File: src/inc/shpc_pkg.sv
// shpc_pkg: offsets, field positions, encodings and reset values
// of the slot hot-plug control block; used by design/ files.
package shpc_pkg;
    // register byte addresses
    localparam logic [7:0] SLOT_CTRL_ADDR = 8'h00;
    localparam logic [7:0] SLOT_EVT_ADDR = 8'h04;
    localparam logic [7:0] SLOT_STATE_ADDR = 8'h08;
    // slot control field positions
    localparam int PDC_EN_BIT = 3;
    localparam int CC_EN_BIT = 4;
    localparam int HP_EN_BIT = 5;
    localparam int ATTN_LO = 6;
    localparam int PWRI_LO = 8;
    localparam int PWR_OFF_BIT = 10;
    localparam int RSVD11_BIT = 11;
    localparam int DLL_EN_BIT = 12;
    // event status bit positions
    localparam int EV_PDC = 0;
    localparam int EV_CC = 1;
    localparam int EV_DLL = 2;
    localparam int EV_W = 3;
    // indicator encodings
    localparam logic [1:0] IND_RSVD = 2'h0;
    localparam logic [1:0] IND_ON = 2'h1;
    localparam logic [1:0] IND_BLINK = 2'h2;
    localparam logic [1:0] IND_OFF = 2'h3;
    // reset values and writable mask of slot control
    localparam logic [15:0] SLOT_CTRL_RST = 16'h03C0;
    localparam logic [15:0] SLOT_CTRL_WMASK = 16'h17F8;
    // indicator message kinds
    typedef enum logic [1:0] {MSG_NONE, MSG_ATTN, MSG_PWR} shpc_msg_t;
endpackage
File: src/design/shpc_evt.sv
// shpc_evt: one sticky event flag with enable gating.
// assumes event and clear are single-cycle pulses on pclk.
`timescale 1ns/10ps
module shpc_evt
(
    // clock and reset
    input wire logic pclk,
    input wire logic presetn,
    // event, software clear and enable
    input wire logic event_i,
    input wire logic clear_i,
    input wire logic enable_i,
    // flag and gated request
    output logic flag_o,
    output logic req_o
);
    logic flag_q;
    logic flag_d;

    always_comb
    begin
        flag_d = flag_q;
        if (clear_i)
            flag_d = 1'b0;
        if (event_i)
            flag_d = 1'b1;
    end

    always_ff @(posedge pclk or negedge presetn)
    begin
        if (!presetn)
            flag_q <= 1'b0;
        else
            flag_q <= flag_d;
    end

    assign flag_o = flag_q;
    assign req_o = flag_q & enable_i;

    a_evt_sticky: assert property ( // RULE1 RULE2 RULE7
        @(posedge pclk) disable iff (!presetn)
        event_i |=> flag_q)
        else $error("event lost against clear");
endmodule

File: src/design/shpc_top.sv
// shpc_top: slot hot-plug control register with APB slave,
// event flags, indicator message strobes and power control.
// assumes a single pclk domain and synchronous slot inputs.
// Overview of operation
// (RULE1) bit 3 enables presence-change interrupt or wake; resets zero
// (RULE2) bit 4 enables interrupt when a slot command completes
// (RULE3) bit 5 gates all hot-plug interrupts of individually enabled events
// (RULE4) attention field 7:6 on/blink/off, reset off; writes send message
// (RULE5) power field 9:8 same codes, reset off; writes send message
// (RULE6) bit 10 zero powers slot on, one powers off; resets zero
// (RULE7) bit 12 enables link-active change notice if capability present
// (RULE8) bit 11 reserved: reads zero, writes ignored
`timescale 1ns/10ps
module shpc_top
#(
    parameter bit DLL_CAP = 1'b1
)
(
    // clock and reset
    input wire logic pclk,
    input wire logic presetn,
    // apb slave
    input wire logic psel,
    input wire logic penable,
    input wire logic pwrite,
    input wire logic [7:0] paddr,
    input wire logic [31:0] pwdata,
    output logic [31:0] prdata,
    output logic pready,
    output logic pslverr,
    // slot events
    input wire logic presence_chg,
    input wire logic cmd_done,
    input wire logic link_active,
    // interrupt and wake
    output logic hp_irq,
    output logic hp_wake,
    // indicators and power
    output logic [1:0] attn_ind,
    output logic [1:0] pwr_ind,
    output logic slot_pwr_off,
    output logic msg_valid,
    output logic [1:0] msg_kind,
    output logic [1:0] msg_code
);
    logic [15:0] ctrl_q;
    logic [15:0] ctrl_d;
    logic msg_valid_q;
    logic msg_valid_d;
    logic [1:0] msg_kind_q;
    logic [1:0] msg_kind_d;
    logic [1:0] msg_code_q;
    logic [1:0] msg_code_d;
    logic [1:0] pend_q;
    logic [1:0] pend_d;
    logic link_q;
    logic [shpc_pkg::EV_W-1:0] ev_in;
    logic [shpc_pkg::EV_W-1:0] ev_clr;
    logic [shpc_pkg::EV_W-1:0] ev_en;
    logic [shpc_pkg::EV_W-1:0] ev_flag;
    logic [shpc_pkg::EV_W-1:0] ev_req;
    logic acc;
    logic wr;
    logic rd;
    logic hit;

    assign acc = psel & penable;
    assign wr = acc & pwrite;
    assign rd = acc & ~pwrite;
    assign hit = (paddr == shpc_pkg::SLOT_CTRL_ADDR)
        | (paddr == shpc_pkg::SLOT_EVT_ADDR)
        | (paddr == shpc_pkg::SLOT_STATE_ADDR);

    // link-active edge detect
    always_ff @(posedge pclk or negedge presetn)
    begin
        if (!presetn)
            link_q <= 1'b0;
        else
            link_q <= link_active;
    end

    assign ev_in[shpc_pkg::EV_PDC] = presence_chg;
    assign ev_in[shpc_pkg::EV_CC] = cmd_done;
    assign ev_in[shpc_pkg::EV_DLL] = DLL_CAP & (link_active ^ link_q);
    assign ev_en[shpc_pkg::EV_PDC] = ctrl_q[shpc_pkg::PDC_EN_BIT]; // RULE1
    assign ev_en[shpc_pkg::EV_CC] = ctrl_q[shpc_pkg::CC_EN_BIT]; // RULE2
    assign ev_en[shpc_pkg::EV_DLL] = ctrl_q[shpc_pkg::DLL_EN_BIT]; // RULE7

    // write-one-to-clear event flags
    genvar gi;
    generate
        for (gi = 0; gi < shpc_pkg::EV_W; gi++)
        begin : g_evt
            assign ev_clr[gi] = wr & (paddr == shpc_pkg::SLOT_EVT_ADDR)
                & pwdata[gi];
            shpc_evt u_evt
            (
                .pclk(pclk),
                .presetn(presetn),
                .event_i(ev_in[gi]),
                .clear_i(ev_clr[gi]),
                .enable_i(ev_en[gi]),
                .flag_o(ev_flag[gi]),
                .req_o(ev_req[gi])
            );
        end
    endgenerate

    assign hp_irq = ctrl_q[shpc_pkg::HP_EN_BIT] & (|ev_req); // RULE3
    assign hp_wake = ev_req[shpc_pkg::EV_PDC]; // RULE1

    // register, pending and message next state
    always_comb
    begin
        ctrl_d = ctrl_q;
        pend_d = pend_q;
        msg_valid_d = 1'b0;
        msg_kind_d = msg_kind_q;
        msg_code_d = msg_code_q;
        if (wr && paddr == shpc_pkg::SLOT_CTRL_ADDR)
        begin
            ctrl_d = (ctrl_q & ~shpc_pkg::SLOT_CTRL_WMASK)
                | (pwdata[15:0] & shpc_pkg::SLOT_CTRL_WMASK); // RULE8
            if (!DLL_CAP)
                ctrl_d[shpc_pkg::DLL_EN_BIT] = 1'b0; // RULE7
            pend_d = 2'h3; // RULE4 RULE5
        end
        else if (pend_q[0])
        begin
            msg_valid_d = 1'b1; // RULE4
            msg_kind_d = 2'(shpc_pkg::MSG_ATTN);
            msg_code_d = ctrl_q[shpc_pkg::ATTN_LO +: 2];
            pend_d[0] = 1'b0;
        end
        else if (pend_q[1])
        begin
            msg_valid_d = 1'b1; // RULE5
            msg_kind_d = 2'(shpc_pkg::MSG_PWR);
            msg_code_d = ctrl_q[shpc_pkg::PWRI_LO +: 2];
            pend_d[1] = 1'b0;
        end
    end

    always_ff @(posedge pclk or negedge presetn)
    begin
        if (!presetn)
        begin
            ctrl_q <= shpc_pkg::SLOT_CTRL_RST; // RULE4 RULE5 RULE6
            pend_q <= 2'h0;
            msg_valid_q <= 1'b0;
            msg_kind_q <= 2'(shpc_pkg::MSG_NONE);
            msg_code_q <= shpc_pkg::IND_RSVD;
        end
        else
        begin
            ctrl_q <= ctrl_d;
            pend_q <= pend_d;
            msg_valid_q <= msg_valid_d;
            msg_kind_q <= msg_kind_d;
            msg_code_q <= msg_code_d;
        end
    end

    // zero-wait apb: data driven combinationally from registers
    assign pready = 1'b1;
    assign pslverr = acc & ~hit;
    always_comb
    begin
        prdata = 32'h0000_0000;
        if (rd)
        begin
            case (paddr)
                shpc_pkg::SLOT_CTRL_ADDR:
                    prdata[15:0] = ctrl_q; // RULE8
                shpc_pkg::SLOT_EVT_ADDR:
                    prdata[shpc_pkg::EV_W-1:0] = ev_flag;
                shpc_pkg::SLOT_STATE_ADDR:
                    prdata[0] = link_q;
                default:
                    prdata = 32'h0000_0000;
            endcase
        end
    end

    assign attn_ind = ctrl_q[shpc_pkg::ATTN_LO +: 2];
    assign pwr_ind = ctrl_q[shpc_pkg::PWRI_LO +: 2];
    assign slot_pwr_off = ctrl_q[shpc_pkg::PWR_OFF_BIT]; // RULE6
    assign msg_valid = msg_valid_q;
    assign msg_kind = msg_kind_q;
    assign msg_code = msg_code_q;

    a_rsvd_zero: assert property ( // RULE8
        @(posedge pclk) disable iff (!presetn)
        ctrl_q[shpc_pkg::RSVD11_BIT] == 1'b0)
        else $error("reserved bit 11 set");
    a_ctrl_msgs: assert property ( // RULE4
        @(posedge pclk) disable iff (!presetn)
        (wr && paddr == shpc_pkg::SLOT_CTRL_ADDR)
        ##1 !(wr && paddr == shpc_pkg::SLOT_CTRL_ADDR)
        |=> msg_valid_q && msg_kind_q == 2'(shpc_pkg::MSG_ATTN)
        && msg_code_q == ctrl_q[shpc_pkg::ATTN_LO +: 2])
        else $error("attention message missing");
    a_pwr_msg: assert property ( // RULE5
        @(posedge pclk) disable iff (!presetn)
        (msg_valid_q && msg_kind_q == 2'(shpc_pkg::MSG_ATTN) && !wr)
        |=> msg_valid_q && msg_kind_q == 2'(shpc_pkg::MSG_PWR)
        && msg_code_q == ctrl_q[shpc_pkg::PWRI_LO +: 2])
        else $error("power indicator message missing");
    a_irq_gate: assert property ( // RULE3
        @(posedge pclk) disable iff (!presetn)
        hp_irq |-> ctrl_q[shpc_pkg::HP_EN_BIT] && (|(ev_flag & ev_en)))
        else $error("interrupt without enable");
    a_pdc_irq: assert property ( // RULE1
        @(posedge pclk) disable iff (!presetn)
        (presence_chg && ctrl_q[shpc_pkg::PDC_EN_BIT]
            && ctrl_q[shpc_pkg::HP_EN_BIT] && !wr) |=> hp_irq)
        else $error("presence change interrupt missing");
    a_cc_irq: assert property ( // RULE2
        @(posedge pclk) disable iff (!presetn)
        (cmd_done && ctrl_q[shpc_pkg::CC_EN_BIT]
            && ctrl_q[shpc_pkg::HP_EN_BIT] && !wr) |=> hp_irq)
        else $error("command completed interrupt missing");
    a_dll_evt: assert property ( // RULE7
        @(posedge pclk) disable iff (!presetn)
        (DLL_CAP && $changed(link_active)) |=> ev_flag[shpc_pkg::EV_DLL])
        else $error("link change not flagged");
    a_pwr_ctl: assert property ( // RULE6
        @(posedge pclk) disable iff (!presetn)
        (wr && paddr == shpc_pkg::SLOT_CTRL_ADDR)
        |=> slot_pwr_off == $past(pwdata[shpc_pkg::PWR_OFF_BIT]))
        else $error("power control not updated");
endmodule

File: config.mk
export PLATFORM = sky130hd
export DESIGN_NAME = shpc_top
export DESIGN_NICKNAME = d
export VERILOG_FILES = /design/src/inc/shpc_pkg.sv /design/src/design/shpc_evt.sv /design/src/design/shpc_top.sv
export SDC_FILE = /design/constraint.sdc
export NUM_CORES = 1
export LEC_CHECK = 0
export BUFFER_PORTS_ARGS = -buffer_cell sky130_fd_sc_hd__buf_2
export CELL_PAD_IN_SITES_DETAIL_PLACEMENT = 0
export CELL_PAD_IN_SITES_GLOBAL_PLACEMENT = 1
export CORE_ASPECT_RATIO = 2
export CORE_MARGIN = 4
export CORE_UTILIZATION = 28
export DETAILED_ROUTE_END_ITERATION = 6
export PLACE_DENSITY = 0.81
export SLEW_MARGIN = 20
export SYNTH_ARGS = -nofsm -noshare
export SYNTH_HDL_FRONTEND = slang
export SYNTH_SLANG_ARGS = --single-unit
export TNS_END_PERCENT = 100
File: constraint.sdc
create_clock -name pclk -period 3.18 [get_ports pclk]
set_input_delay 0.159 -clock pclk [delete_from_list [all_inputs] [get_ports pclk]]
set_output_delay 0.159 -clock pclk [all_outputs]
set_load 0.01 [all_outputs]
==> impl_metrics.py, run 1 <==
metrics = {
    "outcome": {
        "status": "complete, no violations",
    },
    "drt": {
        "wirelength_um": 2780,
        "ant_nets": 0,
        "dr.pass1.iters": 4,
        "via_per_inst": 4.27,
        "vias": 1003,
        "drc": 0,
        "routedWlPerCell_um": 11.8,
        "drt_iter0_markers": 10,
    },
    "critical_path": {
        "cp_max_fo": 9,
        "crit_path_end_kind": "output port",
        "cp.arrival_ps": 1630,
        "critPathLaunchType": "input pin",
        "cp_data_required_time_ps": 3020,
        "crit_type": "in -> out",
    },
    "cts": {
        "clock_path_buffers": 2,
        "insertion_delay_ps": 250,
        "cts_resized": 0,
        "cts_sinks": 20,
        "clkSlewWorstSetupHoldPaths_ps": 70,
        "cts_setup_buffers": 0,
        "cts_tree": "yes",
        "cts-htree-levels": 1,
        "root_buffer": "clkbuf_8",
        "cts_made_buffers": 3,
    },
    "logic_synthesis": {
        "synth_xor_area_share_pct": 0.735,
        "ys_types": 28,
        "synth_mux_area_share_pct": 0,
        "syn_avg_cell_area_um2": 8.89,
        "synth_top_family_by_area": "simple AND/OR/NAND/NOR gates",
        "synth_fa_ha_area_share_pct": 0,
        "synthTopCellsByArea": "dfrtp_1, buf_4, nand2_1",
        "synthSimpleGateAreaFrac_pct": 33.4,
        "yosysTopAreaCellShare_pct": 33.6,
        "yosys.area.top_type": "dfrtp_1",
        "netlist_area_mm2": 0.00119,
        "synth_cells": 134,
        "ys_warn_count": 0,
        "synth_seq_area_share_pct": 42.4,
        "synth-compound-area-share_pct": 6.20,
        "ys_ff_latch": 20,
    },
    "floorplan": {
        "dieArea_mm2": 0.00542,
        "io_pins": 94,
        "core_area_mm2": 0.00409,
        "initial_core_util_pct": 29.1,
        "die_y_um": 100,
        "rows": 33,
        "die_w_um": 54.1,
    },
    "global_route": {
        "grt.overflow.total": 0,
        "grt_max_degree": 21,
        "track_usage_pct": 10.4,
        "grt_antenna_before_repair": 0,
        "grt_pass1_wl_um": 4100,
        "grt_pass1_vias": 932,
    },
    "sta": {
        "clock_skew_ps": 1.43,
        "hold_viol_final": 0,
        "fmax_ghz": 0.559,
        "whs_ps": 30.9,
        "drv_slew": 0,
        "post-route-min-period_ps": 1790,
        "slew_headroom_pct": 59.9,
        "rsz0062_at_grt": "no",
        "fin_crit_sh_pct": 56.2,
        "tns_ps": 0,
        "finalSetupViolations": 0,
        "worst_pin_slew_ps": 600,
    },
    "pwr": {
        "p_leak_nw": 0.787,
        "p_seq_share_pct": 54.0,
        "p_comb_share_pct": 11.2,
        "pwr_density_cell_mw_per_mm2": 333,
        "net-switching-power_uw": 115,
        "p_int_uw": 367,
        "p_total_uw": 482,
        "ir_worst_vdd_v": 0.000143,
        "pwr-share-clk_pct": 34.8,
        "swShare_pct": 23.8,
    },
    "final_layout": {
        "final_common_cell": "buf_2",
        "diodes": 0,
        "mostFrequentLayoutCells": "buf_2, nand2_1, conb_1",
        "syn2layout_area_growth_pct": 21.3,
        "drive_gt1_share_pct": 35.0,
        "stdcell_area_mm2": 0.00145,
        "nNetsFinal": 232,
    },
    "placed_design": {
        "gp_congestion": 0.715,
        "port_buffers": 52,
        "post_dp_cell_area_mm2": 0.00139,
        "hpwl_um": 2300,
    },
    "run": {
        "cap_violations": 0,
    },
    "hold_path": {
        "hold_path.class": "in -> reg",
    },
}
stage by stage:
stage	util, %	instances	setup WS [ps]
floorplan	-	153	1820
global placement	34.0	230	1330
detailed placement	34.0	230	1340
CTS	35.4	235	1350
global route	35.4	235	1260
finish	35.4	235	1390
routing by layer:
| metal | global-route usage (%) | vias up | share of wire, % |
|---|---|---|---|
| met2 | 18.5 | 55 | 51 |
| met4 | 6.91 | 0 | 2.6 |
| met5 | 0 | - | 0 |
| li1 | - | 496 | - |
| met3 | 2.38 | 4 | 12 |
| met1 | 9.70 | 448 | 34 |
registers in the layout, indices dropped and copies added, names as in the netlist:
name and count:
g_evt.u_evt.flag_o 3, msg_valid 1, link_q 1, pend_q 2
msg_code 2, msg_kind 2, ctrl_q 9
worst paths after layout:
| check | from | to | slack [ps] | depth (start not counted) |
|---|---|---|---|---|
| max | paddr[1] | prdata[6] | 1390 | 6 |
| min | link_active | link_q | 30 | 1 |
| max in group asynchronous | presetn | ctrl_q[7] | 2460 | 2 |
| max reg2reg | pend_q[0] | msg_code[1] | 2150 | 3 |
| min reg2reg | ctrl_q[7] | ctrl_q[7] | 470 | 2 |
| min in group asynchronous | presetn | g_evt[2].u_evt.flag_o | 370 | 2 |
layout make-up:
cell class	count	area [µm²]
Fill cell	464	2640
Clock buffer	4	45.0
Sequential cell	20	505
Multi-Input combinational cell	106	559
Tap cell	52	65.1
Timing Repair Buffer	53	270
worst max-delay path, cell delays in order:
cell,delay [ps]
buf_2,110
nor4_4,410
nand2_2,140
nor4b_4,490
and2_1,190
buf_2,130
power groups by stage:
stage	clock, mW	sequential [mW]	combinational (mW)
6_report	0.168	0.260	0.0540
4_1_cts	0.176	0.260	0.0542
3_5_place_dp	0	0.265	0.0531
5_1_grt	0.185	0.261	0.0605
2_1_floorplan	0	0.265	0.0427
3_3_place_gp	0	0.265	0.0526
cell usage after synthesis:
library cell / number
nand2_1: 36
a21o_1: 3
nand4_1: 3
nand3_1: 4
nand3b_1: 1
a21oi_1: 2
and3_1: 3
nor4bb_1: 1
dfstp_2: 4
dfrtp_1: 16
a22o_1: 1
conb_1: 2
buf_2: 2
nand4b_1: 2
buf_4: 25
and2_1: 10
xor2_1: 1
o21ai_0: 2
nand2_2: 1
nor4b_4: 1
nor2_1: 5
a221oi_1: 1
and4_2: 2
nor2b_1: 2
a31oi_1: 1
nor3_1: 1
a21boi_0: 1
nor4_4: 1
timing repair:
| item | in CTS | in global routing |
|---|---|---|
| setup endpoints to repair | 0 | 0 |
| endpoints found under the hold margin | 16 | 0 |
| hold buffers | 1 | 0 |
cell families (layout without fill, tap and decap cells):
group           Yosys count  in the layout
other cells               2             21
compound gates           11             11
buf+inv                  27             57
simple gates             73             73
flops                    20             20
xor+xnor                  1              1
(Power assumes the default switching activity.)
==> inputs of run 2 (changes only) <==
CORE_UTILIZATION = 26   (was 28)
PLACE_DENSITY = 0.76   (was 0.81)
clock period = 1.7 ns   (was 3.18 ns; I/O delays follow)
==> run 2 against run 1 <==
- first-iteration DRC count rose by 140%
- non-clock buffer count rose by 5
- setup slack got worse by 1100 ps
- critical path type unchanged
- die area rose by 6.8%
- flip-flop and latch count did not move
- design area rose by 3.8%
- clock skew barely moved
- global-route usage rose by 0.076 points
- sequential share of layout area fell by 1.3 points
- highest routed layer unchanged
==> impl_metrics.py, run 2 (synthesis gave the netlist of run 1 again) <==
metrics = {
    "drt": {
        "dr.pass1.iters": 4,
        "drt_iter0_markers": 24,
        "wirelength_um": 2890,
        "drc": 0,
        "via_per_inst": 4.23,
        "routedWlPerCell_um": 11.9,
        "ant_nets": 0,
        "vias": 1023,
    },
    "sta": {
        "fin_crit_sh_pct": 85.6,
        "tns_ps": 0,
        "drv_slew": 0,
        "clock_skew_ps": 0.936,
        "fmax_ghz": 0.687,
        "post-route-min-period_ps": 1460,
        "hold_viol_final": 0,
        "rsz0062_at_grt": "no",
        "finalSetupViolations": 0,
    },
    "final_layout": {
        "syn2layout_area_growth_pct": 25.9,
        "nNetsFinal": 237,
        "diodes": 0,
        "drive_gt1_share_pct": 36.2,
        "instances_no_fill": 242,
        "final_common_cell": "buf_2",
        "mostFrequentLayoutCells": "buf_2, nand2_1, conb_1",
        "largest_reg_flops": 9,
        "regMostFlops": "ctrl_q",
        "fillers": 487,
    },
    "run": {
        "cap_violations": 0,
    },
    "global_route": {
        "grt.overflow.total": 0,
        "grt_pass1_vias": 1015,
        "grt_max_degree": 21,
        "grt_pass1_wl_um": 4800,
        "grt_antenna_before_repair": 0,
        "track_usage_pct": 10.4,
    },
    "pwr": {
        "ir_worst_vdd_v": 0.000232,
        "p_total_uw": 946,
        "p_leak_nw": 0.816,
        "pwr_density_cell_mw_per_mm2": 631,
    },
    "cts": {
        "root_buffer": "clkbuf_8",
        "cts_sinks": 20,
        "cts_made_buffers": 3,
        "cts_tree": "yes",
        "insertion_delay_ps": 250,
        "clkSlewWorstSetupHoldPaths_ps": 70,
        "cts_setup_buffers": 0,
        "clock_path_buffers": 2,
        "cts-htree-levels": 1,
    },
    "hold_path": {
        "worstHoldStart": "presence_chg",
        "hold-path-cell-count": 2,
        "hold_path.class": "in -> reg",
    },
    "floorplan": {
        "initial_core_util_pct": 27.2,
        "dieArea_mm2": 0.00579,
        "io_pins": 94,
        "rows": 34,
        "die_y_um": 104,
        "core_area_mm2": 0.00438,
        "die_w_um": 55.9,
    },
    "placed_design": {
        "dp.cells": 235,
        "hpwl_um": 2370,
        "gp_congestion": 0.782,
        "port_buffers": 52,
    },
    "critical_path": {
        "cp_data_required_time_ps": 1620,
        "crit_path_end_kind": "output port",
        "crit_path_frequent_cell": "buf_2",
        "critPathLaunchType": "input pin",
        "worstReg2RegStart": "pend_q[0]",
        "r2r_cells": 3,
        "cp_max_fo": 9,
        "crit_type": "in -> out",
        "worstSetupStartpoint": "paddr[1]",
        "slowest_delay_ps": 310,
        "slowest_stage": "nor4_4",
        "path_cells": "buf_2 -> nor4_4 -> nand2_2 -> nor4b_4 -> buf_4 -> and2_1 -> buf_2",
        "cp.arrival_ps": 1370,
    },
    "outcome": {
        "status": "complete, no violations",
    },
}
run 2: changes by cell type in the layout (fill, tap and decap cells not counted), sizes merged:
cell	change
buf	+3
dlygate4sd3	+2
run 2: final cells by class:
type                       count  area, µm²  share of cell area, %
clock buffer                   4       55.1                   3.67
tap                           54       67.6                   4.50
multi-input combinational    106        559                   37.3
timing repair buffer          58        313                   20.9
sequential                    20        505                   33.7
run 2: final timing paths:
path / endpoint / slack (ps)
max: prdata[10] / 240
min reg2reg: ctrl_q[9] / 470
max in group asynchronous: ctrl_q[9] / 1070
max reg2reg: msg_code[1] / 700
min: g_evt[0].u_evt.flag_o / 10
min in group asynchronous: ctrl_q[3] / 300
run 2: metrics by stage:
stage	util (%)	area, µm²	hold WS [ps]	worst slack, ps
CTS	34.0	1490	3.16	232
global placement	32.3	1420	54.1	258
detailed placement	32.3	1420	56.9	241
finish	34.2	1500	10.2	244
floorplan	-	1260	-211	484
global route	34.2	1500	9.78	116
run 2: critical path: cells and delay by family:
family | cells | cell delay (ps)
simple gates | 4 | 850
buf+inv | 3 | 430
run 2: repair_timing:
| action | in CTS | in global routing |
|---|---|---|
| hold endpoints to repair | 17 | 1 |
| gates resized for setup | 0 | 0 |
| hold buffers | 2 | 1 |
run 2: where the power goes:
group          leakage [nW]  switching, mW  internal, mW  total, mW
Sequential            0.241        0.00396         0.483      0.487
Combinational         0.546         0.0649        0.0411      0.106
Clock                0.0288          0.147         0.206      0.353
Total                 0.816          0.216         0.730      0.946
run 2: per-layer routing:
metal	GRT usage, %	vias up	share of wire [%]
met3	1.99	2	8.9
met1	10.5	465	34
met2	19.7	49	55
met4	5.09	0	1.6
li1	-	507	-
met5	0	-	0
==> inputs of run 3 (changes only) <==
CELL_PAD_IN_SITES_DETAIL_PLACEMENT = default   (was 0)
CELL_PAD_IN_SITES_GLOBAL_PLACEMENT = default   (was 1)
CORE_UTILIZATION = 39   (was 26)
PLACE_DENSITY = 0.77   (was 0.76)
==> run 3 against run 2 <==
- flip-flop and latch count stayed put
- die area decreased by 30%
- routed wire length fell by 7.0%
- sequential power hardly changed
- first-iteration DRC count did not move
- clock skew about the same
- fmax shrank 3.5%
- critical path depth fell by 1
==> impl_metrics.py, run 3 (synthesis gave the netlist of run 1 again) <==
metrics = {
    "final_layout": {
        "mostFrequentLayoutCells": "buf_2, nand2_1, conb_1",
        "regArea_um2": 505,
        "fillers": 314,
        "syn2layout_area_growth_pct": 23.3,
        "largest_reg_flops": 9,
        "nNetsFinal": 235,
        "regMostFlops": "ctrl_q",
        "final_common_cell": "buf_2",
        "drive_gt1_share_pct": 36.0,
        "diodes": 0,
        "multi_input_area_um2": 559,
        "stdcell_area_mm2": 0.00147,
    },
    "cts": {
        "cts_tree": "yes",
        "insertion_delay_ps": 250,
        "root_buffer": "clkbuf_8",
        "cts_sinks": 20,
        "clock_path_buffers": 2,
        "cts_made_buffers": 3,
        "cts_setup_buffers": 0,
        "cts-htree-levels": 1,
        "clkSlewWorstSetupHoldPaths_ps": 80,
    },
    "critical_path": {
        "critPathLaunchType": "input pin",
        "crit_path_frequent_cell": "buf_2",
        "crit_path_end_kind": "output port",
        "cp.arrival_ps": 1420,
        "cp_data_required_time_ps": 1620,
        "crit_type": "in -> out",
        "path_cells": "buf_2 -> nor4_4 -> nand2_2 -> nor4b_4 -> and2_1 -> buf_2",
        "slowest_delay_ps": 470,
        "slowest_stage": "nor4b_4",
        "cp_max_fo": 9,
    },
    "global_route": {
        "grt_antenna_before_repair": 0,
        "grt_pass1_wl_um": 4290,
        "track_usage_pct": 14.1,
        "grt.overflow.total": 0,
        "grt_pass1_vias": 983,
        "grt_max_degree": 21,
    },
    "outcome": {
        "status": "complete, no violations",
    },
    "drt": {
        "drt_iter0_markers": 24,
        "ant_nets": 0,
        "wirelength_um": 2690,
        "routedWlPerCell_um": 12.4,
        "via_per_inst": 4.62,
        "vias": 998,
        "route.top_layer_used": "met4",
        "dr.pass1.iters": 3,
        "drc": 0,
        "wl_met1_um": 1010,
        "route.met2.wl_um": 1380,
        "route.met3.wl_um": 272,
    },
    "run": {
        "cap_violations": 0,
    },
    "floorplan": {
        "core_area_mm2": 0.00294,
        "initial_core_util_pct": 40.5,
        "dieArea_mm2": 0.00406,
        "die_w_um": 47.1,
        "io_pins": 94,
        "rows": 28,
        "die_y_um": 86.2,
    },
    "placed_design": {
        "port_buffers": 52,
        "hpwl_um": 2180,
        "gp_congestion": 0.725,
        "post_dp_cell_area_mm2": 0.00138,
    },
    "sta": {
        "hold_viol_final": 0,
        "drv_slew": 0,
        "rsz0062_at_grt": "no",
        "tns_ps": 0,
        "fin_crit_sh_pct": 88.7,
        "clock_skew_ps": 0.898,
        "fmax_ghz": 0.663,
        "post-route-min-period_ps": 1510,
        "finalSetupViolations": 0,
    },
    "pwr": {
        "ir_worst_vdd_v": 0.000431,
        "p_leak_nw": 0.813,
        "p_total_mw": 1.05,
        "pwr_density_cell_mw_per_mm2": 718,
    },
    "hold_path": {
        "hold_path.class": "in -> reg",
    },
}
run 3: cell type report:
class,count,area share [%]
Tap cell,30,2.56
Clock inverter,1,2.04
Sequential cell,20,34.4
Multi-Input combinational cell,106,38.1
Clock buffer,3,2.81
Timing Repair Buffer,56,20.1
run 3: path summary, 6_finish.rpt:
check	start	endpoint	slack (ps)	depth (start not counted)
max in group asynchronous	presetn	ctrl_q[8]	1060	2
setup / recovery	paddr[1]	prdata[12]	190	6
hold reg to reg	ctrl_q[9]	ctrl_q[9]	470	2
hold / removal	pwdata[7]	ctrl_q[7]	9	3
setup reg to reg	pend_q[0]	msg_code[0]	730	3
min in group asynchronous	presetn	ctrl_q[10]	310	2
run 3: per-layer routing:
metal | GRT usage [%] | vias to the layer above
li1 | - | 500
met1 | 16.6 | 447
met2 | 23.8 | 49
met3 | 2.52 | 2
met4 | 5.79 | 0
met5 | 0 | -
run 3: worst max-delay path: cells and delay by family:
kind | cells | cell delay [ps]
and+or+nand+nor | 4 | 1100
buffers and inverters | 2 | 240
run 3: timing repair:
| item | 4_1_cts | 5_1_grt |
|---|---|---|
| hold endpoints to repair | 17 | 0 |
| resized for setup | 0 | 0 |
| setup endpoints to repair | 0 | 0 |
| hold buffers | 2 | 0 |
run 3: through the flow:
stage	worst slack, ps	hold WS (ps)	utilization, %	cells
final	192	8.98	49.9	216
after global routing	63.4	5.19	49.9	216
after CTS	154	1.11	49.9	216
after detailed placement	159	53.1	46.8	210
after global placement	162	52.9	46.8	210
after floorplan	484	-211	-	153
run 3: power breakdown:
group / leakage (nW) / switching (mW) / internal (mW)
clock network: 0.0357 / 0.150 / 0.314
registers: 0.241 / 0.00429 / 0.483
logic: 0.536 / 0.0646 / 0.0395
total: 0.813 / 0.219 / 0.836
